## config.mk

```make
export PLATFORM = sky130hd
export DESIGN_NAME = span_reset_device_flat
export DESIGN_NICKNAME = d
export VERILOG_FILES = /design/src/hw/span_reset_pkg.sv /design/src/hw/span_reset_if.sv /design/src/hw/span_reset_device.sv /design/src/hw/trigger_arm.sv /design/src/flat_wrapper.sv
export SDC_FILE = /design/constraint.sdc
export NUM_CORES = 1
export LEC_CHECK = 0
export ABC_AREA = 1
export BUFFER_PORTS_ARGS = -buffer_cell sky130_fd_sc_hd__buf_2
export CAP_MARGIN = 20
export CORE_ASPECT_RATIO = 0.8
export CORE_MARGIN = 2
export CORE_UTILIZATION = 45
export CTS_CLUSTER_DIAMETER = 80
export DETAILED_ROUTE_END_ITERATION = 10
export HOLD_SLACK_MARGIN = 0.06
export PLACE_DENSITY = 0.65
export SETUP_SLACK_MARGIN = 0.05
export SLEW_MARGIN = 15
export SYNTH_ARGS = -nofsm -noshare
export SYNTH_HDL_FRONTEND = slang
export SYNTH_SLANG_ARGS = --single-unit
```

## constraint.sdc

```tcl
create_clock -name clk_sys_i -period 3.3 [get_ports clk_sys_i]
set_clock_uncertainty 0.1 [all_clocks]
set_input_delay 0.165 -clock clk_sys_i [delete_from_list [all_inputs] [get_ports clk_sys_i]]
set_output_delay 0.165 -clock clk_sys_i [all_outputs]
set_load 0.03 [all_outputs]
```

## src/hw/span_reset_pkg.sv

```systemverilog
// Shared constants and types for the span-select and reset control pair
package span_reset_pkg;
    // Number of channel pairs, each with its own trigger and span bit
    localparam int unsigned PAIR_COUNT = 3;
    // Span encodings: 1 selects the narrow span (2 x ref), 0 the wide span (4 x ref)
    localparam logic SPAN_NARROW = 1'h1;
    localparam logic SPAN_WIDE   = 1'h0;
    // Control-register value after a software-mode reset
    localparam logic [PAIR_COUNT-1:0] CTRL_RESET_VALUE = 3'h0;
    // Span held after system reset (rst_i) until the first busy falling edge
    localparam logic SPAN_RESET_VALUE = 1'h0;
    // Reset pulse width and conversion time
    localparam int unsigned RESET_PULSE_NS    = 100;
    localparam int unsigned CLK_PERIOD_NS     = 8;
    localparam int unsigned RESET_PULSE_CYCLES = (RESET_PULSE_NS + CLK_PERIOD_NS - 1) / CLK_PERIOD_NS;
    localparam int unsigned CONV_CYCLES_DEFAULT = 400;
    // Software port offsets of the host controller
    localparam logic [3:0] ADDR_CTRL   = 4'h0;
    localparam logic [3:0] ADDR_STATUS = 4'h1;
    localparam logic [3:0] ADDR_SPAN   = 4'h2;
    // Control register field positions
    localparam int unsigned CTRL_RESET_BIT   = 0;
    localparam int unsigned CTRL_MODE_BIT    = 1;
    localparam int unsigned CTRL_SPAN_BIT    = 2;
    localparam int unsigned CTRL_TRIG_LSB    = 4;
    localparam logic [31:0] CTRL_REG_RESET   = 32'h0;
    typedef enum logic [1:0] {
        CONV_IDLE,
        CONV_BUSY
    } conv_state_t;
endpackage : span_reset_pkg

```

## src/hw/span_reset_if.sv

```systemverilog
// Pin bundle between the converter control device and its host
`timescale 1ns/1ps
`default_nettype none
interface span_reset_if;
    logic       reset_pin;
    logic       hw_sw_select;
    logic       span_select;
    logic [2:0] conversion_trigger_x;
    logic [2:0] ctrl_span_bits;
    logic       ctrl_span_write;
    logic       busy;

    modport device_mp (
        input  reset_pin,
        input  hw_sw_select,
        input  span_select,
        input  conversion_trigger_x,
        input  ctrl_span_bits,
        input  ctrl_span_write,
        output busy
    );

    modport host_mp (
        output reset_pin,
        output hw_sw_select,
        output span_select,
        output conversion_trigger_x,
        output ctrl_span_bits,
        output ctrl_span_write,
        input  busy
    );
endinterface : span_reset_if
`default_nettype wire

```

## src/hw/span_reset_device.sv

```systemverilog
// Device end: span selection, reset behaviour and conversion timing
// Function
// - span pin high at busy fall: narrow span
// - span pin low at busy fall: wide span
// - hardware mode samples span only on busy fall
// - software mode takes span from control bits
// - device stays in reset while reset high
// - software reset aborts conversion, clears control bits
// - hardware reset configures mode from hw_sw_select pin only; span pin waits for busy fall
// - host gives one 100 ns reset after power-up
// - trigger may stay high through reset
// - trigger low in reset needs full pulse
// - hardware reset only between conversions
`timescale 1ns/1ps
`default_nettype none
module span_reset_device
#(
    parameter int unsigned CONV_CYCLES = span_reset_pkg::CONV_CYCLES_DEFAULT
)
(
    input  wire logic   clk_sys_i,
    input  wire logic   rst_i,
    span_reset_if.device_mp pins,
    output logic [2:0]  span_active_o,
    output logic        sw_mode_o,
    output logic [2:0]  converting_o
);
    localparam int unsigned NP = span_reset_pkg::PAIR_COUNT;

    // Refuse settings the 16-bit timer or the 3-bit pin bundle cannot serve
    if (CONV_CYCLES < 2 || CONV_CYCLES > 65535)
    begin : g_bad_conv_cycles
        $error("CONV_CYCLES out of range");
    end
    if (NP != 3)
    begin : g_bad_pair_count
        $error("PAIR_COUNT must match the three trigger pins");
    end

    logic [NP-1:0] ctrl_span_reg;
    logic          hw_span_reg;
    logic          sw_mode_reg;
    logic [NP-1:0] start;
    logic [15:0]   count_reg [NP];
    logic [NP-1:0] busy_pair_reg;
    logic          busy_reg;
    logic          busy_fall;
    logic [NP-1:0] span_active_reg;

    // True at the very edge that lowers the busy pin
    assign busy_fall = busy_reg && !(|busy_pair_reg);

    // Mode latched from the select pin while reset is high
    always_ff @(posedge clk_sys_i)
    begin
        if (rst_i)
            sw_mode_reg <= 1'h0;
        else if (pins.reset_pin)
            sw_mode_reg <= pins.hw_sw_select;
    end

    // Software control span bits
    always_ff @(posedge clk_sys_i)
    begin
        if (rst_i)
            ctrl_span_reg <= span_reset_pkg::CTRL_RESET_VALUE;
        else if (pins.reset_pin)
            ctrl_span_reg <= span_reset_pkg::CTRL_RESET_VALUE;
        else if (sw_mode_reg && pins.ctrl_span_write)
            ctrl_span_reg <= pins.ctrl_span_bits;
    end

    // Span pin is looked at only when busy falls
    always_ff @(posedge clk_sys_i)
    begin
        if (rst_i)
            hw_span_reg <= span_reset_pkg::SPAN_RESET_VALUE;
        else if (busy_fall)
            hw_span_reg <= pins.span_select ? span_reset_pkg::SPAN_NARROW
                                            : span_reset_pkg::SPAN_WIDE;
    end

    genvar g;
    generate
        for (g = 0; g < NP; g = g + 1)
        begin : g_pair
            trigger_arm u_arm (
                .clk_sys_i (clk_sys_i),
                .rst_i     (rst_i),
                .in_reset_i(pins.reset_pin),
                .trigger_i (pins.conversion_trigger_x[g]),
                .start_o   (start[g])
            );

            // Conversion timer per pair, aborted by reset
            always_ff @(posedge clk_sys_i)
            begin
                if (rst_i || pins.reset_pin)
                begin
                    busy_pair_reg[g] <= 1'h0;
                    count_reg[g]     <= 16'h0;
                end
                else if (start[g] && !busy_pair_reg[g])
                begin
                    busy_pair_reg[g] <= 1'h1;
                    count_reg[g]     <= 16'(CONV_CYCLES - 1);
                end
                else if (busy_pair_reg[g])
                begin
                    if (count_reg[g] == 16'h0)
                        busy_pair_reg[g] <= 1'h0;
                    else
                        count_reg[g] <= count_reg[g] - 16'h1;
                end
            end

            // Span applied to this pair: fixed between busy falls in hardware mode, follows the control bits in software mode
            always_ff @(posedge clk_sys_i)
            begin
                if (rst_i)
                    span_active_reg[g] <= span_reset_pkg::SPAN_RESET_VALUE;
                else if (sw_mode_reg)
                    span_active_reg[g] <= ctrl_span_reg[g];
                else
                    span_active_reg[g] <= hw_span_reg;
            end
        end
    endgenerate

    always_ff @(posedge clk_sys_i)
    begin
        if (rst_i)
            busy_reg <= 1'h0;
        else
            busy_reg <= |busy_pair_reg;
    end

    assign pins.busy     = busy_reg;
    assign span_active_o = span_active_reg;
    assign sw_mode_o     = sw_mode_reg;
    assign converting_o  = busy_pair_reg;
endmodule : span_reset_device
`default_nettype wire

```

## src/hw/trigger_arm.sv

```systemverilog
// Per-pair conversion trigger arming after reset and rising-edge start detection
`timescale 1ns/1ps
`default_nettype none
module trigger_arm
(
    input  wire logic clk_sys_i,
    input  wire logic rst_i,
    input  wire logic in_reset_i,
    input  wire logic trigger_i,
    output logic      start_o
);
    logic trigger_prev_reg;
    logic armed_reg;

    always_ff @(posedge clk_sys_i)
    begin
        if (rst_i)
            trigger_prev_reg <= 1'h0;
        else
            trigger_prev_reg <= trigger_i;
    end

    // A trigger held low through reset must first fall then rise
    always_ff @(posedge clk_sys_i)
    begin
        if (rst_i)
            armed_reg <= 1'h1;
        else if (in_reset_i)
            armed_reg <= trigger_i;
        else if (trigger_prev_reg && !trigger_i)
            armed_reg <= 1'h1;
    end

    assign start_o = armed_reg && !in_reset_i && !trigger_prev_reg && trigger_i;
endmodule : trigger_arm
`default_nettype wire

```

## src/flat_wrapper.sv

```systemverilog
// flat-port wrapper written by rule: the top's interface ports become plain ports
module span_reset_device_flat 
#(
    parameter int unsigned CONV_CYCLES = span_reset_pkg::CONV_CYCLES_DEFAULT
)
  (clk_sys_i, rst_i, span_active_o, sw_mode_o, converting_o, pins_reset_pin, pins_hw_sw_select, pins_span_select, pins_conversion_trigger_x, pins_ctrl_span_bits, pins_ctrl_span_write, pins_busy);
  span_reset_if pins_i ();
  input  wire logic clk_sys_i;
  input  wire logic rst_i;
  output logic [2:0] span_active_o;
  output logic sw_mode_o;
  output logic [2:0] converting_o;
  input wire logic [$bits(pins_i.reset_pin)-1:0] pins_reset_pin;
  input wire logic [$bits(pins_i.hw_sw_select)-1:0] pins_hw_sw_select;
  input wire logic [$bits(pins_i.span_select)-1:0] pins_span_select;
  input wire logic [$bits(pins_i.conversion_trigger_x)-1:0] pins_conversion_trigger_x;
  input wire logic [$bits(pins_i.ctrl_span_bits)-1:0] pins_ctrl_span_bits;
  input wire logic [$bits(pins_i.ctrl_span_write)-1:0] pins_ctrl_span_write;
  output wire logic [$bits(pins_i.busy)-1:0] pins_busy;
  assign pins_i.reset_pin = pins_reset_pin;
  assign pins_i.hw_sw_select = pins_hw_sw_select;
  assign pins_i.span_select = pins_span_select;
  assign pins_i.conversion_trigger_x = pins_conversion_trigger_x;
  assign pins_i.ctrl_span_bits = pins_ctrl_span_bits;
  assign pins_i.ctrl_span_write = pins_ctrl_span_write;
  assign pins_busy = pins_i.busy;
  span_reset_device #(.CONV_CYCLES(CONV_CYCLES)) u_core (.clk_sys_i(clk_sys_i), .rst_i(rst_i), .pins(pins_i), .span_active_o(span_active_o), .sw_mode_o(sw_mode_o), .converting_o(converting_o));
endmodule
```

* Word level (Yosys, flattened, before mapping)
Memory sizes are Yosys's and may differ from the RTL's. Index checks and enable logic that the tools add are counted.
Operators by class: equal/unequal tests 0, order comparisons 0, mux-type cells 45, add/subtract/negate cells 3, reduce and logical (&&, ||, !) cells 37, multiply operators 0, divide/modulo/power cells 0, shift-type cells 0, bitwise operators 6
Operators by type and width (number):
- $mux W16 | 6
- $logic_not A16 Y1 | 3
- $sub A16 B1 Y16 const B | 3
- $mux W1 | 39
- $logic_and A1 B1 Y1 | 17
- $logic_not A1 Y1 | 11
- $or A1 B1 Y1 | 6
- $reduce_bool A2 Y1 | 3
- $reduce_or A3 Y1 | 1
- $reduce_or A2 Y1 | 1
- $logic_or A1 B1 Y1 | 1
Storage, ports and cells: bits in writable memories 48, ROM bits 0, input bits 12, memories 1, bits in registers 18, bits in latches 0
Memories:
- u_core.count_reg | words 3, bits a word 16, rd ports 3, clocked after memory_dff 0, wr ports 3, RTL line span_reset_device.sv:44 | logic [15:0] count_reg [NP];

* Depth between registers and ports, before layout
Gate-level depths: netlist of the first run.
depth in word-level cells 10, depth in mapped cells 9, mapped depth without buffers 9

* Cells and area by module
Synthesis of the first run repeated with hierarchy kept, for this count alone.
Second synthesis, totals: cell total of the unflattened synthesis 476, area total of the unflattened synthesis 3738.6 sq um
By module, submodules not included:
- span_reset_device | area an instance 3483.3 sq um, instances 1, cells an instance 437, seq. area each 1681.6 sq um
- trigger_arm | area an instance 85.1 sq um, instances 3, cells an instance 13, seq. area each 40.0 sq um

* Least setup slack after synthesis of the first run
Ideal clock, no wire load.
path type register -> register, start memory u_core.count_reg[0][0], end memory u_core.count_reg[0][0], enable pin, arrival time 1.505 ns, path slack 1.333 ns, stages on the path, launching flop included 9, setup time 0.362 ns, data required time 2.838 ns, cells stage by stage edfxtp_1 inv_1 ha_1 nand2_2 nor2_4 nand2_2 nand3_4 buf_6 nand2_1
RTL lines (RTL line):
- start: declaration | span_reset_device.sv:44

==> results of run 1 <==
-- cells by family (layout without fill, tap and decap cells) --
family / count (synthesis) / count (layout) / share of synthesized area
simple gates: 248 / 248 / 0.311
flops: 66 / 66 / 0.476
buf+inv: 63 / 110 / 0.0761
compound gates: 61 / 61 / 0.0982
xor+xnor: 11 / 11 / 0.0255
fa+ha+maj: 4 / 4 / 0.0132
-- timing repair --
| action | CTS | global route |
|---|---|---|
| hold buffers | 16 | 0 |
| endpoints found under the hold margin | 15 | 0 |
| buffers inserted | 0 | 0 |
-- worst max path at each step --
stage	start	endpoint	slack [ps]	depth (start not counted)
final	u_core.count_reg[2][0]$_SDFFCE_PN0P_	u_core.count_reg[2][0]$_SDFFCE_PN0P_	1070	7
after global routing	u_core.count_reg[2][0]$_SDFFCE_PN0P_	u_core.count_reg[2][6]$_SDFFCE_PN0P_	840	7
after global placement	u_core.count_reg[0][0]$_DFFE_PP_	u_core.count_reg[0][9]$_SDFFCE_PP0P_	1120	7
after detailed placement	u_core.count_reg[2][0]$_SDFFCE_PN0P_	u_core.count_reg[2][13]$_SDFFCE_PN0P_	1040	7
after CTS	u_core.count_reg[2][0]$_SDFFCE_PN0P_	u_core.count_reg[2][3]$_SDFFCE_PN0P_	1000	7
after floorplan	u_core.count_reg[0][0]$_DFFE_PP_	u_core.count_reg[0][0]$_DFFE_PP_	1330	8
-- critical path, delay by kind of cell, from the launching register on --
family	cells	cell delay, ps
and+or+nand+nor	4	830
AOI/OAI and AO/OA	1	190
adders and majority gates	1	220
buffers and inverters	1	90
DFF	1	380
-- routing by layer --
metal  up-vias  share of wire
met3         6          0.032
met5         -              0
met4         0         0.0063
met2        46           0.43
li1       1574              -
met1      1348           0.53
-- placed cells by master (no fill, tap or decap), types with 2 or more instances in the layout --
cell and instances:
o211ai_1 2, buf_2 19, nor2_2 12, nor2_1 68
clkinvlp_4 2, nand4_1 10, nand3_1 28, bufinv_16 3
inv_6 2, nand3b_1 7, a21oi_1 22, a21oi_2 13
nand2_2 4, clkbuf_8 9, or2_2 4, nor2_4 3
nand2_8 2, xor2_1 5, xnor2_1 6, o21ai_0 22
ha_1 4, inv_1 56, edfxtp_1 48, nand2_1 103
dlygate4sd3_1 16, dfxtp_1 18
-- metrics by stage --
step                power (mW)  utilization  setup WS, ps
floorplan                 1.24            -          1330
global placement          1.31        0.492          1120
detailed placement        1.31        0.492          1040
CTS                       2.15        0.541          1000
global route              2.24        0.541           844
finish                    2.13        0.541          1070
-- power breakdown --
group	internal (mW)	total [mW]	switching, mW
combinational	0.115	0.333	0.218
sequential	0.938	0.977	0.0392
clock	0.500	0.822	0.322
-- cell type report --
class | instances | area [um^2] | area share
clock buffers | 9 | 124 | 0.0284
clock inverters | 7 | 118 | 0.0270
inverters | 59 | 234 | 0.0536
multi-input cells | 324 | 1690 | 0.388
flip-flops and latches | 66 | 1800 | 0.413
well taps | 108 | 135 | 0.0310
repair buffers | 35 | 255 | 0.0585
==> summary.txt, run 1 <==
Setup path
  – CP max stage delay: 440 ps
  – Worst setup path category: reg -> reg
  – Critical path arrival: 2060 ps
  – R2R Path Start: u_core.count_reg[2][0]$_SDFFCE_PN0P_
  – Nature of the critical path endpoint: flip-flop
  – Worst R2R Setup Slack: 1070 ps
  – CP max stage cell: nand2_1
  – Startpoint Class: flip-flop
  – Crit-path cells: inv_1 > ha_1 > nand2_2 > nor2_2 > nand2_4 > a21oi_2 > nand2_1
  – FF-to-FF End: u_core.count_reg[2][0]$_SDFFCE_PN0P_
  – Worst Reg-to-Reg Cells: 7
  – Critical path peak fanout: 16
  – Worst Path Required: 3130 ps

Global routing
  – Initial antenna violation count: 0
  – Met3 Usage GRT: 0.0509
  – Met2 usage: 0.264
  – Total global routing track utilization: 0.173
  – Vias in the first global route: 2747
  – First-pass GRT wire length: 12.6 mm
  – Congestion Overflow GR: 0
  – Largest net degree at the start of global routing: 17
  – Met1 layer usage reported by global route: 0.242
  – GR peak layer: met2

Worst hold path
  – Min-Delay Endpoint: u_core.g_pair[1].u_arm.armed_reg$_SDFFE_PP1P_
  – HP Start: pins_reset_pin
  – Min-Delay Path Depth: 3
  – Hold crit path type: in -> reg

Route
  – Total Wirelength: 7.42 mm
  – Drt drc: 0
  – WL/cell: 12.2 um
  – Vias post-DR: 2974
  – Antenna-violating nets left: 0
  – First drt pass iteration count: 4
  – Via-to-Cell Ratio: 4.89
  – Iter 0 DRT Violations: 144

STA
  – Fmax: 447 MHz
  – Max-slew violations: 0
  – Setup TNS: 0 ps
  – Tmin final: 2230 ps
  – RSZ-0062 raised after global routing: no
  – Least-Margin Pin Slew: 704 ps
  – Final setup vio count: 0
  – Hold WS: 154 ps
  – Final period util: 0.677
  – Final hold violation count: 0
  – Worst slew margin: 0.530

Die
  – Cell row count: 29
  – Initial Util: 0.470
  – DIE HEIGHT: 86.0 um
  – Full die area: 9160 um^2
  – I/O pins: 20
  – Die X: 107 um
  – Core Region: 8060 um^2

Synth
  – Number of synthesized flops with an enable pin: 48
  – Avg Inst Size Synth: 8.35 um^2
  – Syn_nets: 469
  – Yosys warns: 0
  – Register area share after synthesis: 0.476
  – Netlist cell types: 33
  – Synthesis-stage register bit count: 66
  – Main synth FF type: edfxtp_1
  – Commonest cells in the netlist: nand2_1, nor2_1, inv_1, edfxtp_1, nand3_1
  – Post-synth top area share: 0.381
  – Count leader, synth: nand2_1
  – Top cells by area, synth: edfxtp_1, nand2_1, dfxtp_1, nor2_1, inv_1
  – Syn Inst Count: 453
  – Async SR Flop Fraction: 0
  – Post-Syn Area: 3780 um^2
  – Area leader, netlist: edfxtp_1

Outcome
  – Status: completed

Cells and area
  – # diodes: 0
  – Post-route cell area: 4360 um^2
  – Max reg flops: 48
  – Layout Cells excl Fill: 608
  – Ratio of cells with drive above 1 in the final layout: 0.162
  – Fillers: 764
  – Layout Nets: 511
  – Syn-to-layout area delta: 15.3%

Power
  – Maximum VDD drop: 343 uV
  – P per Cell Area: 489 nW/um^2
  – Leak Pwr: 1.85 nW

Clocking
  – Post-CTS sizing: 0
  – Max clock buf depth: 2
  – H-Tree Depth: 3
  – Clock Pin Slew Worst Setup and Hold Paths: 80 ps
  – CTS Buf Count: 9
  – Clock Sinks: 66
  – Worst skew pair latency: 340 ps
  – TritonCTS clock tree: yes
  – CTS root buffer: clkbuf_8

Placement
  – Port Buffers: 19
  – Placed cell count: 576
  – DP HPWL: 5.13 mm
  – Placer Congestion: 0.835
  – Post-DP Area: 3960 um^2

Run
  – Max-cap violations: 0
(Power assumes the default switching activity.)
==> run 2, diff against run 1 <==
ABC_AREA = 0   (was 1)
PLACE_DENSITY = 0.67   (was 0.65)
clock period = 1.8 ns   (was 3.3 ns; I/O delays follow)
==> run 2 against run 1 <==
Against the previous run:
- the run now ends with setup timing left
- routed wire length increased by 22%
- first-iteration DRC count is 4.9% higher
- count of clock-buffer cells in the layout grew 2
- power rose by 97%
- flip-flop and latch count unchanged
- hold slack lost 39 ps
- worst setup slack lost 1500 ps
- highest routed layer unchanged
- final cell count down 10%
- synthesized cell count down 31%
- die area shrank 11%
- register-to-register slack got worse by 1500 ps
- sequential share of layout area is 6.2 points lower
- critical endpoint is now u_core.count_reg[2][13]$_SDFFCE_PN0P_
==> summary.txt, run 2 <==
Route
  – Iter 0 DRT Violations: 151 (+4.9%)
  – Via-to-Cell Ratio: 5.36 (+9.6%)
  – First drt pass iteration count: 5 (+1)
  – Drt drc: 0 (unchanged)
  – Vias post-DR: 2927 (-1.6%)
  – Total Wirelength: 9.08 mm (+22%)
  – WL/cell: 16.6 um (+36%)
  – Antenna-violating nets left: 0 (unchanged)

Synth
  – Syn_nets: 330 (-30%)
  – Area leader, netlist: edfxtp_1
  – Async SR Flop Fraction: 0 (unchanged)
  – Syn Inst Count: 314 (-31%)
  – Yosys warns: 0 (unchanged)
  – Post-synth top area share: 0.432 (+0.0513)
  – Commonest cells in the netlist: edfxtp_1, nor2_1, a21oi_1, nand2_1, dfxtp_1
  – Main synth FF type: edfxtp_1
  – Top cells by area, synth: edfxtp_1, dfxtp_1, nor2_1, xor2_1, xnor2_1
  – Register area share after synthesis: 0.540 (+0.0641)
  – Netlist cell types: 46 (+39%)
  – Synthesis-stage register bit count: 66 (unchanged)
  – Count leader, synth: edfxtp_1
  – Avg Inst Size Synth: 10.6 um^2 (+27%)
  – Number of synthesized flops with an enable pin: 48 (unchanged)
  – Post-Syn Area: 3330 um^2 (-12%)

Setup path
  – Worst path top cell family by delay: simple AND/OR/NAND/NOR gates
  – Critical path arrival: 2210 ps (+150 ps)
  – Crit path buffers/inverters: 1 (unchanged)
  – Startpoint Class: flip-flop
  – Critical path peak fanout: 4 (-12)
  – Crit-path cells: buf_4 > or4_4 > or3_4 > o41ai_1 > a21oi_2
  – Worst Path Required: 1780 ps (-1350 ps)
  – CP max stage cell: or4_4
  – CP max stage delay: 450 ps (about the same)
  – Nature of the critical path endpoint: flip-flop
  – Worst setup path category: reg -> reg

Cells and area
  – Layout Nets: 467 (-8.6%)
  – Ratio of cells with drive above 1 in the final layout: 0.476 (+0.314)
  – Max reg flops: 48 (unchanged)
  – Syn-to-layout area delta: 53.9%
  – # diodes: 0 (unchanged)
  – Final core utilization: 0.704 (+0.163)
  – Fillers: 494 (-35%)
  – Most frequent cells in the layout: buf_4, edfxtp_1, nor2_1, nand2_1, buf_2
  – Layout Cells excl Fill: 546 (-10%)
  – Commonest non-fill, non-tap cell in the layout: buf_4

Clocking
  – Clock Sinks: 66 (unchanged)
  – Worst skew pair latency: 340 ps (about the same)
  – Clock Pin Slew Worst Setup and Hold Paths: 80 ps (about the same)
  – H-Tree Depth: 3 (unchanged)
  – Max clock buf depth: 2 (unchanged)
  – TritonCTS clock tree: yes
  – CTS root buffer: clkbuf_8
  – CTS Buf Count: 9 (unchanged)

Outcome
  – Status: complete, but fails checks
  – Failing checks: setup timing

Global routing
  – First-pass GRT wire length: 14.1 mm (+12%)
  – Congestion Overflow GR: 0 (unchanged)
  – Total global routing track utilization: 0.226 (+0.0539)
  – Largest net degree at the start of global routing: 17 (unchanged)
  – Vias in the first global route: 2959 (+7.7%)
  – Initial antenna violation count: 0 (unchanged)

Die
  – Die X: 100 um (-5.9%)
  – Cell row count: 28 (-3.4%)
  – DIE HEIGHT: 81.0 um (-5.8%)
  – Full die area: 8120 um^2 (-11%)
  – Core Region: 7290 um^2 (-9.5%)
  – I/O pins: 20 (unchanged)
  – Initial Util: 0.458 (-0.0121)

Placement
  – DP HPWL: 5.12 mm (-0.11%)
  – Placed cell count: 494 (-14%)
  – Dpl ws: -475 ps (-1520 ps)
  – Port Buffers: 19 (unchanged)
  – Placer Congestion: 0.843 (+0.90%)

Power
  – Maximum VDD drop: 518 uV (+51%)
  – Leak Pwr: 2.07 nW (+12%)
  – P per Cell Area: 819 nW/um^2 (+68%)

STA
  – Fmax: 448 MHz (+0.22%)
  – Tmin final: 2230 ps (-5.00 ps)
  – Final hold violation count: 0 (unchanged)
  – Final setup vio count: 97 (+97)
  – PnR worst setup slack: -430 ps (-1490 ps)
  – RSZ-0062 raised after global routing: yes
  – Worst slew margin: 0.484 (-0.0455)
  – Max-slew violations: 0 (unchanged)
  – Final period util: 1.24 (+0.562)
  – Least-Margin Pin Slew: 768 ps (+64.1 ps)

Worst hold path
  – Hold crit path type: in -> reg

Run
  – Max-cap violations: 0 (unchanged)
-- run 2: changes by cell type in the layout (fill, tap and decap cells not counted), sizes merged, moves of 9 or more --
cell / change
buf: +96
nand2: -89
inv: -44
nor2: -40
nand3: -18
o21ai: -18
nor4: +12
xor2: +12
a21oi: -11
xnor2: +9
-- run 2: worst min-delay path, delay by kind of cell --
family | cells | cell delay (ps)
buffers and inverters | 1 | 180
and+or+nand+nor | 1 | 100
AOI/OAI and AO/OA | 2 | 170
-- run 2: logic make-up (layout without fill, tap and decap cells) --
| group | Yosys count | count (layout) | synth area share |
|---|---|---|---|
| compound gates | 46 | 46 | 0.0844 |
| xor+xnor | 32 | 32 | 0.0841 |
| fa+ha+maj | 4 | 4 | 0.0150 |
| buf+inv | 21 | 161 | 0.0289 |
| flops | 66 | 66 | 0.540 |
| mux | 6 | 6 | 0.0180 |
| simple gates | 139 | 141 | 0.229 |
-- run 2: metrics by stage --
stage | cell area, um^2 | TNS, ps | hold slack [ps] | power, mW
6_report | 5130 | -21900 | 115 | 4.20
4_1_cts | 4970 | -17650 | 96.0 | 4.11
5_1_grt | 5130 | -29260 | 131 | 4.37
3_5_place_dp | 4200 | -21430 | 230 | 2.65
3_3_place_gp | 4200 | -18250 | 227 | 2.64
2_1_floorplan | 3430 | -32240 | 96.6 | 2.31
-- run 2: repair_timing --
item,4_1_cts,5_1_grt
gates cloned,5,0
endpoints found under the setup margin,99,99
gates resized for setup,67,29
hold buffers,18,0
pin swaps,31,9
buffers inserted,11,3
endpoints found under the hold margin,15,0
-- run 2: layer usage --
| metal | share of wire | track usage | vias up |
|---|---|---|---|
| met5 | 0 | 0 | - |
| li1 | - | - | 1434 |
| met2 | 0.52 | 0.383 | 66 |
| met1 | 0.43 | 0.285 | 1421 |
| met3 | 0.047 | 0.0542 | 6 |
| met4 | 0.0081 | 0.0836 | 0 |
-- run 2: layout make-up --
type / instances / area, um^2 / area share
Sequential cell: 66 / 1800 / 0.351
Timing Repair Buffer: 133 / 1100 / 0.214
Clock inverter: 5 / 38.8 / 0.00756
Inverter: 12 / 45.0 / 0.00878
Multi-Input combinational cell: 229 / 1860 / 0.363
Tap cell: 90 / 113 / 0.0219
Clock buffer: 11 / 174 / 0.0339
-- run 2: where the power goes --
| group | switching [mW] | leakage (nW) | internal, mW |
|---|---|---|---|
| clock network | 0.624 | 0.111 | 0.679 |
| logic | 0.547 | 1.27 | 0.546 |
| registers | 0.0761 | 0.691 | 1.73 |
-- run 2: final timing paths --
kind                                                           start  depth (start not counted)                                       endpoint  slack [ps]
worst min register to register  u_core.ctrl_span_reg[1]$_SDFFE_PP0P_                          2             u_core.span_active_o[1]$_SDFF_PP0_         360
worst max-delay path            u_core.count_reg[2][0]$_SDFFCE_PN0P_                          5          u_core.count_reg[2][13]$_SDFFCE_PN0P_        -430
worst min-delay path                                  pins_reset_pin                          4  u_core.g_pair[0].u_arm.armed_reg$_SDFFE_PP1P_         120
worst max register to register  u_core.count_reg[2][0]$_SDFFCE_PN0P_                          5          u_core.count_reg[2][13]$_SDFFCE_PN0P_        -430
==> run 3, diff against run 2 <==
BUFFER_PORTS_ARGS = -buffer_cell sky130_fd_sc_hd__clkbuf_2   (was -buffer_cell sky130_fd_sc_hd__buf_2)
CORE_ASPECT_RATIO = 1.25   (was 0.8)
==> run 3 against run 2 <==
Against the previous run:
- the flow still finishes with violations (setup timing)
- hold slack got worse by 36 ps
- critical endpoint is now u_core.count_reg[2][15]$_SDFFCE_PN0P_
- critical path depth did not move
- via count fell by 2.5%
- routed wire length fell by 5.4%
- first-iteration DRC count fell by 22%
==> summary.txt, run 3 (synthesis gave the netlist of run 2 again) <==
Outcome
  – Status: complete, but fails checks
  – Failing checks: setup timing

Setup path
  – Nature of the critical path endpoint: flip-flop
  – CP dominant cell by count: or4_4
  – Crit-path cells: buf_4 > or4_4 > or3_4 > or4_4 > a21oi_2
  – Critical path arrival: 2400 ps (+190 ps)
  – CP max stage cell: or4_4
  – Worst setup path category: reg -> reg
  – Critical path peak fanout: 4 (unchanged)
  – Worst Path Required: 1910 ps (+130 ps)
  – CP max stage delay: 550 ps (+100 ps)
  – Worst R2R Setup Slack: -490 ps (-60 ps)
  – Startpoint Class: flip-flop

Cells and area
  – Layout Cells excl Fill: 535 (-2.0%)
  – Fillers: 538 (+8.9%)
  – Syn-to-layout area delta: 49.1%
  – Commonest non-fill, non-tap cell in the layout: buf_4
  – Final core utilization: 0.684 (-0.0203)
  – Layout Nets: 454 (-2.8%)
  – Post-route cell area: 4970 um^2 (-3.1%)
  – Max reg flops: 48 (unchanged)
  – Ratio of cells with drive above 1 in the final layout: 0.456 (-0.0199)
  – Most frequent cells in the layout: buf_4, edfxtp_1, nor2_1, clkbuf_2
  – # diodes: 0 (unchanged)

Global routing
  – Initial antenna violation count: 0 (unchanged)
  – Met2 usage: 0.409 (+0.0256)
  – Met3 Usage GRT: 0.0369 (-0.0173)
  – First-pass GRT wire length: 13.6 mm (-3.7%)
  – Congestion Overflow GR: 0 (unchanged)
  – Vias in the first global route: 3008 (+1.7%)
  – Largest net degree at the start of global routing: 17 (unchanged)
  – GR peak layer: met2
  – Total global routing track utilization: 0.219 (-0.00779)
  – Met1 layer usage reported by global route: 0.240 (-0.0445)

Die
  – Core Region: 7270 um^2 (-0.24%)
  – I/O pins: 20 (unchanged)
  – Die X: 81.0 um (-19%)
  – DIE HEIGHT: 100 um (+24%)
  – Initial Util: 0.459 (+0.00110)
  – Full die area: 8120 um^2 (about the same)
  – Cell row count: 35 (+25%)

STA
  – Fmax: 437 MHz (-2.6%)
  – Final hold violation count: 0 (unchanged)
  – Final period util: 1.27 (+0.0327)
  – Setup TNS: -19240 ps (+2660 ps)
  – Worst slew margin: 0.639 (+0.154)
  – Least-Margin Pin Slew: 537 ps (-231 ps)
  – RSZ-0062 raised after global routing: yes
  – Hold WS: 78.8 ps (-36.5 ps)
  – Tmin final: 2290 ps (+58.9 ps)
  – Max-slew violations: 0 (unchanged)
  – PnR worst setup slack: -489 ps (-58.9 ps)
  – Final setup vio count: 97 (unchanged)

Route
  – Via-to-Cell Ratio: 5.33 (-0.52%)
  – WL/cell: 16.1 um (-3.4%)
  – Vias post-DR: 2853 (-2.5%)
  – Drt drc: 0 (unchanged)
  – Iter 0 DRT Violations: 118 (-22%)
  – First drt pass iteration count: 4 (-1)
  – Antenna-violating nets left: 0 (unchanged)
  – Total Wirelength: 8.59 mm (-5.4%)

Clocking
  – CTS root buffer: clkbuf_8
  – Worst skew pair latency: 350 ps (about the same)
  – H-Tree Depth: 3 (unchanged)
  – Clock Sinks: 66 (unchanged)
  – Max clock buf depth: 2 (unchanged)
  – TritonCTS clock tree: yes
  – CTS Buf Count: 9 (unchanged)
  – Clock Pin Slew Worst Setup and Hold Paths: 80 ps (about the same)

Power
  – Leak Pwr: 2.00 nW (-3.6%)
  – P per Cell Area: 845 nW/um^2 (+3.2%)
  – Maximum VDD drop: 795 uV (+54%)

Worst hold path
  – Hold crit path type: in -> reg

Placement
  – DP HPWL: 5.44 mm (+6.1%)
  – Port Buffers: 19 (unchanged)
  – Placer Congestion: 0.801 (-5.0%)
  – Placed cell count: 496 (+0.40%)
  – Post-DP Area: 4200 um^2 (about the same)

Run
  – Max-cap violations: 0 (unchanged)
## run 3: cell types whose count changed in the layout (fill, tap and decap cells not counted), sizes merged
| cell | previous run | this run |
|---|---|---|
| clkinv | 2 | 1 |
| buf | 115 | 88 |
| inv | 15 | 14 |
| clkbuf | 11 | 32 |
| dlygate4sd3 | 18 | 13 |
## run 3: worst max-delay path, delay by kind of cell (launching register included)
family	cells	cell delay (ps)
simple gates	3	1350
flops	1	420
buf+inv	1	160
compound gates	1	120
## run 3: where the power goes
group          switching, mW  leakage (nW)  total [mW]  internal [mW]
Clock                  0.605         0.117        1.36          0.752
Sequential            0.0747         0.691        1.81           1.73
Combinational          0.524          1.19        1.04          0.516
## run 3: per-layer routing
layer | up-vias | wire length (um)
li1 | 1398 | -
met1 | 1388 | 3290
met2 | 57 | 4910
met3 | 10 | 281
met4 | 0 | 115
met5 | - | 0
## run 3: layout make-up
cell class / instances / area [um^2] / share of cell area
clock inverters: 3 / 23.8 / 0.00478
inverters: 12 / 45.0 / 0.00906
clock buffers: 13 / 201 / 0.0405
multi-input cells: 229 / 1830 / 0.368
repair buffers: 120 / 956 / 0.192
flip-flops and latches: 66 / 1800 / 0.362
well taps: 92 / 115 / 0.0232
## run 3: stage by stage
| step | worst slack (ps) | total power [mW] |
|---|---|---|
| 2_1_floorplan | -607 | 2.31 |
| 3_3_place_gp | -422 | 2.64 |
| 3_5_place_dp | -488 | 2.65 |
| 4_1_cts | -453 | 4.11 |
| 5_1_grt | -532 | 4.36 |
| 6_report | -489 | 4.20 |
## run 3: path summary, 6_finish.rpt
check | start | endpoint | cells after the start
max | u_core.count_reg[2][1]$_SDFFCE_PN0P_ | u_core.count_reg[2][15]$_SDFFCE_PN0P_ | 5
min | pins_conversion_trigger_x[0] | u_core.g_pair[0].u_arm.armed_reg$_SDFFE_PP1P_ | 4
max reg2reg | u_core.count_reg[2][1]$_SDFFCE_PN0P_ | u_core.count_reg[2][15]$_SDFFCE_PN0P_ | 5
min reg2reg | u_core.hw_span_reg$_SDFFE_PP0P_ | u_core.hw_span_reg$_SDFFE_PP0P_ | 2
## run 3: what timing repair did
item	CTS	global route
pin swaps	18	12
hold buffers	13	0
endpoints found under the setup margin	98	98
resized for setup	47	32
hold endpoints to repair	15	0
setup buffers	4	8
gates cloned	2	0
